<file path="src/hsis_pkg.sv">
// constants for the host serial interface select block
package hsis_pkg;
  localparam int unsigned clk_hz = 125000000;
  localparam int unsigned uart_slow_bps = 19200;
  localparam int unsigned uart_fast_bps = 38400;
  localparam int unsigned spi_slow_bps = 125000;
  localparam int unsigned spi_fast_bps = 500000;
  // cycles per bit, rounded down
  localparam logic [12:0] uart_slow_cyc = 13'(clk_hz / uart_slow_bps);
  localparam logic [12:0] uart_fast_cyc = 13'(clk_hz / uart_fast_bps);
  // cycles per half spi clock period
  localparam logic [12:0] spi_slow_half = 13'(clk_hz / (2 * spi_slow_bps));
  localparam logic [12:0] spi_fast_half = 13'(clk_hz / (2 * spi_fast_bps));
  localparam logic [3:0] data_bits = 4'h8;
  localparam logic [3:0] frame9_bits = 4'ha;
  localparam logic [3:0] frame8_bits = 4'h9;
  typedef enum logic [3:0] {
    hsis_mode_uart = 4'b0001,
    hsis_mode_analog = 4'b0010,
    hsis_mode_spi = 4'b0100,
    hsis_mode_none = 4'b1000
  } hsis_mode_t;
  typedef enum logic [2:0] {
    hsis_spi_idle = 3'b001,
    hsis_spi_low = 3'b010,
    hsis_spi_high = 3'b100
  } hsis_spi_t;
endpackage : hsis_pkg

</file>
<file path="src/hsis_top.sv">
// mode-selected uart, spi master or analog pass-through toward the host
module hsis_top (
  input wire logic mclk,
  input wire logic rst,
  input wire logic transfer_request_in,
  input wire logic iface_select_a,
  input wire logic iface_select_b,
  input wire logic uart_format_select,
  input wire logic uart_rate_select,
  output logic format_clock_out,
  output logic format_clock_oe,
  output logic rate_select_oe,
  output logic slave_select_out,
  input wire logic host_to_device_serial,
  output logic device_to_host_serial,
  input wire logic bus_rx_level,
  output logic bus_tx_level,
  input wire logic tx_valid,
  input wire logic [7:0] tx_data,
  output logic tx_ready,
  output logic rx_valid,
  output logic [7:0] rx_data,
  output logic rx_parity_err,
  output logic frame_state_enable,
  output logic [3:0] active_mode
);
  // two-flop synchronisers for all pins
  logic [6:0] pin_s1_reg;
  logic [6:0] pin_s2_reg;
  logic [6:0] pin_raw;
  assign pin_raw = {bus_rx_level, host_to_device_serial, uart_rate_select, uart_format_select,
                    iface_select_b, iface_select_a, transfer_request_in};
  always_ff @(posedge mclk or posedge rst) begin
    if (rst) begin
      pin_s1_reg <= 7'h7f;
      pin_s2_reg <= 7'h7f;
    end else begin
      pin_s1_reg <= pin_raw;
      pin_s2_reg <= pin_s1_reg;
    end
  end
  logic req_s, sel_a_s, sel_b_s, fmt_s, rate_s, sdi_s, brx_s;
  assign {brx_s, sdi_s, rate_s, fmt_s, sel_b_s, sel_a_s, req_s} = pin_s2_reg;

  // strap capture a few cycles after release, once synchronisers hold pin levels
  logic [1:0] settle_reg, settle_next;
  logic latched_reg, latched_next;
  hsis_pkg::hsis_mode_t mode_reg, mode_next;
  logic fmt8_reg, fmt8_next, fast_reg, fast_next;
  always_comb begin
    settle_next = settle_reg;
    latched_next = latched_reg;
    mode_next = mode_reg;
    fmt8_next = fmt8_reg;
    fast_next = fast_reg;
    if (!latched_reg) begin
      if (settle_reg != 2'h3) begin
        settle_next = settle_reg + 2'h1;
      end else begin
        latched_next = 1'b1;
        fmt8_next = fmt_s;
        if (!sel_a_s && !sel_b_s) begin
          mode_next = req_s ? hsis_pkg::hsis_mode_analog : hsis_pkg::hsis_mode_uart;
          fast_next = rate_s;
        end else if (sel_a_s != sel_b_s) begin
          mode_next = hsis_pkg::hsis_mode_spi;
          fast_next = sel_b_s;
        end else begin
          mode_next = hsis_pkg::hsis_mode_none;
        end
      end
    end
  end
  always_ff @(posedge mclk or posedge rst) begin
    if (rst) begin
      settle_reg <= 2'h0;
      latched_reg <= 1'b0;
      mode_reg <= hsis_pkg::hsis_mode_none;
      fmt8_reg <= 1'b0;
      fast_reg <= 1'b0;
    end else begin
      settle_reg <= settle_next;
      latched_reg <= latched_next;
      mode_reg <= mode_next;
      fmt8_reg <= fmt8_next;
      fast_reg <= fast_next;
    end
  end
  logic is_uart, is_spi, is_analog;
  assign is_uart = latched_reg && mode_reg == hsis_pkg::hsis_mode_uart;
  assign is_spi = latched_reg && mode_reg == hsis_pkg::hsis_mode_spi;
  assign is_analog = latched_reg && mode_reg == hsis_pkg::hsis_mode_analog;
  logic [12:0] bit_cyc;
  assign bit_cyc = fast_reg ? hsis_pkg::uart_fast_cyc : hsis_pkg::uart_slow_cyc;
  logic [3:0] frame_len;
  assign frame_len = fmt8_reg ? hsis_pkg::frame8_bits : hsis_pkg::frame9_bits;

  // uart transmitter: start, 8 data lsb first, optional even parity, stop
  logic tx_busy_reg, tx_busy_next;
  logic [12:0] tx_cnt_reg, tx_cnt_next;
  logic [3:0] tx_bit_reg, tx_bit_next;
  logic [9:0] tx_sh_reg, tx_sh_next;
  logic utx_line_reg, utx_line_next;
  always_comb begin
    tx_busy_next = tx_busy_reg;
    tx_cnt_next = tx_cnt_reg;
    tx_bit_next = tx_bit_reg;
    tx_sh_next = tx_sh_reg;
    utx_line_next = utx_line_reg;
    if (!tx_busy_reg) begin
      utx_line_next = 1'b1;
      if (is_uart && tx_valid) begin
        tx_busy_next = 1'b1;
        tx_sh_next = {1'b1, ^tx_data, tx_data};
        utx_line_next = 1'b0;
        tx_cnt_next = 13'h0;
        tx_bit_next = 4'h0;
      end
    end else if (tx_cnt_reg == bit_cyc - 13'h1) begin
      tx_cnt_next = 13'h0;
      if (tx_bit_reg == frame_len) begin
        tx_busy_next = 1'b0;
        utx_line_next = 1'b1;
      end else begin
        tx_bit_next = tx_bit_reg + 4'h1;
        utx_line_next = (fmt8_reg && tx_bit_reg == hsis_pkg::data_bits) ? 1'b1 : tx_sh_reg[0];
        tx_sh_next = {1'b1, tx_sh_reg[9:1]};
      end
    end else begin
      tx_cnt_next = tx_cnt_reg + 13'h1;
    end
  end
  always_ff @(posedge mclk or posedge rst) begin
    if (rst) begin
      tx_busy_reg <= 1'b0;
      tx_cnt_reg <= 13'h0;
      tx_bit_reg <= 4'h0;
      tx_sh_reg <= 10'h3ff;
      utx_line_reg <= 1'b1;
    end else begin
      tx_busy_reg <= tx_busy_next;
      tx_cnt_reg <= tx_cnt_next;
      tx_bit_reg <= tx_bit_next;
      tx_sh_reg <= tx_sh_next;
      utx_line_reg <= utx_line_next;
    end
  end

  // uart receiver, independent of the transmitter
  logic rx_busy_reg, rx_busy_next;
  logic [12:0] rx_cnt_reg, rx_cnt_next;
  logic [3:0] rx_bit_reg, rx_bit_next;
  logic [8:0] rx_sh_reg, rx_sh_next;
  logic urx_valid_reg, urx_valid_next;
  logic [7:0] urx_data_reg, urx_data_next;
  logic urx_perr_reg, urx_perr_next;
  always_comb begin
    rx_busy_next = rx_busy_reg;
    rx_cnt_next = rx_cnt_reg;
    rx_bit_next = rx_bit_reg;
    rx_sh_next = rx_sh_reg;
    urx_valid_next = 1'b0;
    urx_data_next = urx_data_reg;
    urx_perr_next = urx_perr_reg;
    if (!rx_busy_reg) begin
      if (is_uart && !sdi_s) begin
        rx_busy_next = 1'b1;
        rx_cnt_next = {1'b0, bit_cyc[12:1]};
        rx_bit_next = 4'h0;
      end
    end else if (rx_cnt_reg == bit_cyc - 13'h1) begin
      rx_cnt_next = 13'h0;
      rx_bit_next = rx_bit_reg + 4'h1;
      if (rx_bit_reg == 4'h0 && sdi_s) begin
        rx_busy_next = 1'b0; // false start
      end else if (rx_bit_reg == frame_len - 4'h1) begin
        rx_busy_next = 1'b0;
        urx_valid_next = 1'b1;
        // the last data or parity bit is sampled in this cycle, so fold it in directly
        urx_data_next = fmt8_reg ? {sdi_s, rx_sh_reg[8:2]} : rx_sh_reg[8:1];
        urx_perr_next = fmt8_reg ? 1'b0 : (sdi_s ^ (^rx_sh_reg[8:1]));
      end else if (rx_bit_reg != 4'h0) begin
        rx_sh_next = {sdi_s, rx_sh_reg[8:1]};
      end
    end else begin
      rx_cnt_next = rx_cnt_reg + 13'h1;
    end
  end
  always_ff @(posedge mclk or posedge rst) begin
    if (rst) begin
      rx_busy_reg <= 1'b0;
      rx_cnt_reg <= 13'h0;
      rx_bit_reg <= 4'h0;
      rx_sh_reg <= 9'h0;
      urx_valid_reg <= 1'b0;
      urx_data_reg <= 8'h0;
      urx_perr_reg <= 1'b0;
    end else begin
      rx_busy_reg <= rx_busy_next;
      rx_cnt_reg <= rx_cnt_next;
      rx_bit_reg <= rx_bit_next;
      rx_sh_reg <= rx_sh_next;
      urx_valid_reg <= urx_valid_next;
      urx_data_reg <= urx_data_next;
      urx_perr_reg <= urx_perr_next;
    end
  end

  // spi master, mode 0, lsb first
  hsis_pkg::hsis_spi_t spi_reg, spi_next;
  logic [12:0] sp_cnt_reg, sp_cnt_next;
  logic [3:0] sp_bit_reg, sp_bit_next;
  logic [7:0] sp_out_reg, sp_out_next;
  logic [7:0] sp_in_reg, sp_in_next;
  logic req_old_reg;
  logic pend_reg, pend_next;
  logic srx_valid_reg, srx_valid_next;
  logic [12:0] half;
  assign half = fast_reg ? hsis_pkg::spi_fast_half : hsis_pkg::spi_slow_half;
  logic req_fall;
  assign req_fall = req_old_reg && !req_s;
  always_comb begin
    spi_next = spi_reg;
    sp_cnt_next = sp_cnt_reg;
    sp_bit_next = sp_bit_reg;
    sp_out_next = sp_out_reg;
    sp_in_next = sp_in_reg;
    srx_valid_next = 1'b0;
    pend_next = pend_reg || (is_spi && req_fall);
    unique case (spi_reg)
      hsis_pkg::hsis_spi_idle: begin
        if (is_spi && (pend_reg || tx_valid)) begin
          spi_next = hsis_pkg::hsis_spi_low;
          pend_next = is_spi && req_fall;
          sp_out_next = tx_valid ? tx_data : 8'h00;
          sp_cnt_next = 13'h0;
          sp_bit_next = 4'h0;
        end
      end
      hsis_pkg::hsis_spi_low: begin
        if (sp_cnt_reg == half - 13'h1) begin
          sp_cnt_next = 13'h0;
          spi_next = hsis_pkg::hsis_spi_high;
          sp_in_next = {sdi_s, sp_in_reg[7:1]};
        end else begin
          sp_cnt_next = sp_cnt_reg + 13'h1;
        end
      end
      hsis_pkg::hsis_spi_high: begin
        if (sp_cnt_reg == half - 13'h1) begin
          sp_cnt_next = 13'h0;
          if (sp_bit_reg == hsis_pkg::data_bits - 4'h1) begin
            spi_next = hsis_pkg::hsis_spi_idle;
            srx_valid_next = 1'b1;
          end else begin
            spi_next = hsis_pkg::hsis_spi_low;
            sp_bit_next = sp_bit_reg + 4'h1;
            sp_out_next = {1'b0, sp_out_reg[7:1]};
          end
        end else begin
          sp_cnt_next = sp_cnt_reg + 13'h1;
        end
      end
    endcase
  end
  always_ff @(posedge mclk or posedge rst) begin
    if (rst) begin
      spi_reg <= hsis_pkg::hsis_spi_idle;
      sp_cnt_reg <= 13'h0;
      sp_bit_reg <= 4'h0;
      sp_out_reg <= 8'h0;
      sp_in_reg <= 8'h0;
      req_old_reg <= 1'b1;
      pend_reg <= 1'b0;
      srx_valid_reg <= 1'b0;
    end else begin
      spi_reg <= spi_next;
      sp_cnt_reg <= sp_cnt_next;
      sp_bit_reg <= sp_bit_next;
      sp_out_reg <= sp_out_next;
      sp_in_reg <= sp_in_next;
      req_old_reg <= req_s;
      pend_reg <= pend_next;
      srx_valid_reg <= srx_valid_next;
    end
  end

  // output registers
  logic sclk_next, ss_next, sdo_next, btx_next, tready_next, fcoe_next;
  logic rvalid_next, rperr_next, fse_next;
  logic [7:0] rdata_next;
  always_comb begin
    sclk_next = spi_next == hsis_pkg::hsis_spi_high;
    fcoe_next = is_spi;
    ss_next = !(is_spi && spi_next != hsis_pkg::hsis_spi_idle);
    sdo_next = 1'b1;
    if (is_uart) begin
      sdo_next = utx_line_next;
    end else if (is_spi) begin
      sdo_next = sp_out_next[0];
    end else if (is_analog) begin
      sdo_next = brx_s;
    end
    btx_next = is_analog ? sdi_s : 1'b1;
    tready_next = (is_uart && !tx_busy_next) || (is_spi && spi_next == hsis_pkg::hsis_spi_idle);
    rvalid_next = urx_valid_next || srx_valid_next;
    rdata_next = srx_valid_next ? sp_in_next : urx_data_next;
    rperr_next = urx_valid_next && urx_perr_next;
    fse_next = is_uart && fmt8_reg;
  end
  always_ff @(posedge mclk or posedge rst) begin
    if (rst) begin
      format_clock_out <= 1'b0;
      format_clock_oe <= 1'b0;
      rate_select_oe <= 1'b0;
      slave_select_out <= 1'b1;
      device_to_host_serial <= 1'b1;
      bus_tx_level <= 1'b1;
      tx_ready <= 1'b0;
      rx_valid <= 1'b0;
      rx_data <= 8'h0;
      rx_parity_err <= 1'b0;
      frame_state_enable <= 1'b0;
      active_mode <= 4'h0;
    end else begin
      format_clock_out <= sclk_next;
      format_clock_oe <= fcoe_next;
      rate_select_oe <= fcoe_next;
      slave_select_out <= ss_next;
      device_to_host_serial <= sdo_next;
      bus_tx_level <= btx_next;
      tx_ready <= tready_next;
      rx_valid <= rvalid_next;
      rx_data <= rdata_next;
      rx_parity_err <= rperr_next;
      frame_state_enable <= fse_next;
      // shown one edge after the latch, together with the mode-dependent pin enables
      active_mode <= latched_reg ? mode_reg : 4'h0;
    end
  end
endmodule : hsis_top

</file>
<file path="config.mk">
export PLATFORM = sky130hd
export DESIGN_NAME = hsis_top
export DESIGN_NICKNAME = d
export VERILOG_FILES = /design/src/hsis_pkg.sv /design/src/hsis_top.sv
export SDC_FILE = /design/constraint.sdc
export NUM_CORES = 1
export LEC_CHECK = 0
export ABC_AREA = 1
export BUFFER_PORTS_ARGS = -buffer_cell sky130_fd_sc_hd__buf_2
export CORE_ASPECT_RATIO = 0.9
export CORE_MARGIN = 10
export CORE_UTILIZATION = 35
export DETAILED_ROUTE_END_ITERATION = 12
export PLACE_DENSITY_LB_ADDON = 0.12
export SKIP_LAST_GASP = 1
export SYNTH_ARGS = -nofsm -noshare
export SYNTH_HDL_FRONTEND = slang
export SYNTH_SLANG_ARGS = --single-unit
</file>
<file path="constraint.sdc">
create_clock -name mclk -period 4.8 [get_ports mclk]
set_input_delay 0.48 -clock mclk [delete_from_list [all_inputs] [get_ports mclk]]
set_output_delay 0.48 -clock mclk [all_outputs]
set_load 0.005 [all_outputs]
</file>
==> results.json <==
{
  "vdd_drop_max_mv": 0.1974,
  "drt_wl_total_um": 17070,
  "synth_top_area_cell": "dfrtp_1",
  "synth_flop_cell": "dfrtp_1",
  "synth_edf_count": 0,
  "die_area_um2": 27110,
  "grt_pass1_wl_um": 29340,
  "drive_gt1_share_pct": 16.65,
  "antenna_found_initial": 0,
  "grt_max_degree": 69,
  "whs_ns": 0.1513,
  "grt_overflow": 0,
  "crit_type": "reg -> reg",
  "netlist_top_cells_count": "nand2_1, dfrtp_1, inv_1",
  "power.total_mw": 3.364,
  "fp.dieH_um": 157.2,
  "drc_errors": 0,
  "synth_top_area_share_pct": 38.97,
  "finalNetCount": 947,
  "finalHoldViolations": 0,
  "finalCriticalPeriod_ns": 2.473,
  "fin_util_pct": 40.55,
  "power_density_nw_per_um2": 400.7,
  "grt_pass1_vias": 5735,
  "post_cts_resized": 0,
  "first_pass_iters": 5,
  "dr_total_vias": 5731,
  "cts_hold_buf": 0,
  "synth_most_common_cell": "nand2_1",
  "hold_path.class": "in -> async",
  "power.leakage_nw": 3.983,
  "globalplace.congestion": 0.8710,
  "crit_path_end_kind": "register",
  "path_max_fanout": 25,
  "tightest_slew_ns": 0.6876,
  "cts_sinks": 144,
  "fin_skew_ns": 0.01012,
  "syn_nets": 904,
  "yosysSeqAreaShare_pct": 49.74,
  "post-route-period-util_pct": 51.51,
  "critPathBufInv": 1,
  "clock-root-buffer": "clkbuf_16",
  "finalSetupViolCount": 0,
  "hpwl_um": 12340,
  "slowest_delay_ns": 0.55,
  "clock_latency_ns": 0.43,
  "slowest_stage": "dfrtp_1",
  "crit_family": "simple AND/OR/NAND/NOR gates",
  "clk_path_buf_depth": 2,
  "drv_cap": 0,
  "cts_tree": "yes",
  "synthTopCellsByArea": "dfrtp_1, nand2_1, dfstp_2",
  "status": "finished, final reports clean",
  "diodes": 0,
  "cp-start-kind": "register",
  "rsz0062_at_grt": "false",
  "tns_ns": 0,
  "async_reset_ff_share_pct": 100.0,
  "cts-htree-levels": 4,
  "cts_inserted_buffers": 17,
  "ant_nets": 0,
  "coreArea_um2": 20710,
  "drt_iter0_drc": 470,
  "drv_slew": 0,
  "syn2layout_area_growth_pct": 14.70,
  "grt_usage_pct": 13.53,
  "syn_area_um2": 7321,
  "post_drt_wl_per_cell_um": 14.03,
  "fp-row-count": 50,
  "synth-seq-cells": 144,
  "ios": 40,
  "fmax_mhz": 404.4,
  "port_buffers": 39,
  "crit_required_ns": 5.09,
  "slew_headroom_pct": 53.67,
  "yosysWarnings": 0,
  "critical_path_arrival_ns": 2.77,
  "syn_inst": 875,
  "cp_common_cell": "nand2_1",
  "clk_pin_slew_ns": 0.07,
  "cts_post_setup_buffers_inserted": 0,
  "fp.dieW_um": 172.5,
  "fillers": 2109,
  "path_cells": "inv_2, nand2_1, nor2_1, nand3_1, nand2_1, nand2_1, nand2_1, nand2_2, nand2_1, o21ai_2",
  "start_util_pct": 35.35,
  "vias_per_cell": 4.709,
  "synth_cell_types": 44,
  "avgSynthCellArea_um2": 8.367
}
==> area by class of cell <==
class / count / area [µm²] / share of cell area (%)
flip-flops and latches: 144 / 3641 / 43.36
multi-input cells: 595 / 3118 / 37.13
inverters: 119 / 451.7 / 5.379
clock buffers: 18 / 439.2 / 5.230
well taps: 286 / 357.8 / 4.262
repair buffers: 41 / 210.2 / 2.503
clock inverters: 14 / 178.9 / 2.131
==> cells in the final DEF (no fill, tap or decap), types with 2 or more instances in the layout <==
cell type / count
nor2_1: 54
inv_1: 112
inv_2: 5
nand2_4: 2
clkinv_4: 4
buf_2: 39
nor3_1: 14
a31oi_1: 3
o22ai_1: 11
nand3_1: 63
inv_6: 5
nor4_1: 6
nand3_4: 2
ha_1: 11
o21ai_0: 49
xnor2_1: 12
nand4_1: 17
a211oi_1: 2
or2_2: 4
nand2_2: 8
a21oi_1: 25
o21ai_2: 21
buf_4: 2
xor2_1: 20
clkinvlp_4: 2
mux2i_1: 6
dfstp_2: 30
nor2_4: 2
dfrtp_1: 114
clkinv_1: 2
nor2_2: 2
nand2_1: 238
o21ai_1: 4
o31ai_1: 2
clkbuf_16: 17
nand3b_1: 3
nor3_2: 2
bufinv_16: 3
a22oi_1: 4
==> through the flow <==
stage	cell area, µm²	cells	setup WS (ns)
after floorplan	7321	875	0.5034
after detailed placement	7779	1185	2.331
after global routing	8397	1217	2.017
after global placement	7779	1185	2.406
after CTS	8397	1217	2.315
final	8397	1217	2.327
==> final timing paths <==
path	startpoint	end	slack [ns]	depth (start not counted)
worst max register to register	fast_reg$_DFFE_PP0P_	tx_bit_reg[1]$_DFFE_PP0P_	2.33	10
min in group mclk	iface_select_b	pin_s1_reg[2]$_DFF_PP1_	0.15	1
max in group asynchronous	rst	bus_tx_level$_DFF_PP1_	3.64	3
worst max-delay path	fast_reg$_DFFE_PP0P_	tx_bit_reg[1]$_DFFE_PP0P_	2.33	10
worst min register to register	pin_s1_reg[1]$_DFF_PP1_	pin_s2_reg[1]$_DFF_PP1_	0.35	0
worst min-delay path	rst	sp_in_reg[2]$_DFF_PP0_	0.15	2
==> cells by family after synthesis <==
group	share of synthesized area [%]
buffers and inverters	7.674
adder cells (fa/ha/maj)	1.880
AO/OA/AOI/OAI	10.31
XOR/XNOR	3.828
AND/OR/NAND/NOR	25.76
multiplexers	0.8204
flip-flops	49.74
==> worst register-to-register path, stage by stage (launching register included) <==
cell	delay [ns]
dfrtp_1	0.55
inv_2	0.22
nand2_1	0.07
nor2_1	0.11
nand3_1	0.08
nand2_1	0.10
nand2_1	0.09
nand2_1	0.42
nand2_2	0.46
nand2_1	0.19
o21ai_2	0.06
==> per-layer routing <==
metal	wire length [µm]	share of wire [%]	track usage [%]
met3	638	3.7	2.580
met4	241	1.4	5.045
met2	7683	45	20.89
met1	8509	50	18.38
met5	0	0	0
==> where the power goes <==
part	internal, mW	switching (mW)
combinational	0.167	0.320
sequential	1.35	0.136
clock	0.840	0.557
total	2.35	1.01
Power figures use the tool's default switching activity.
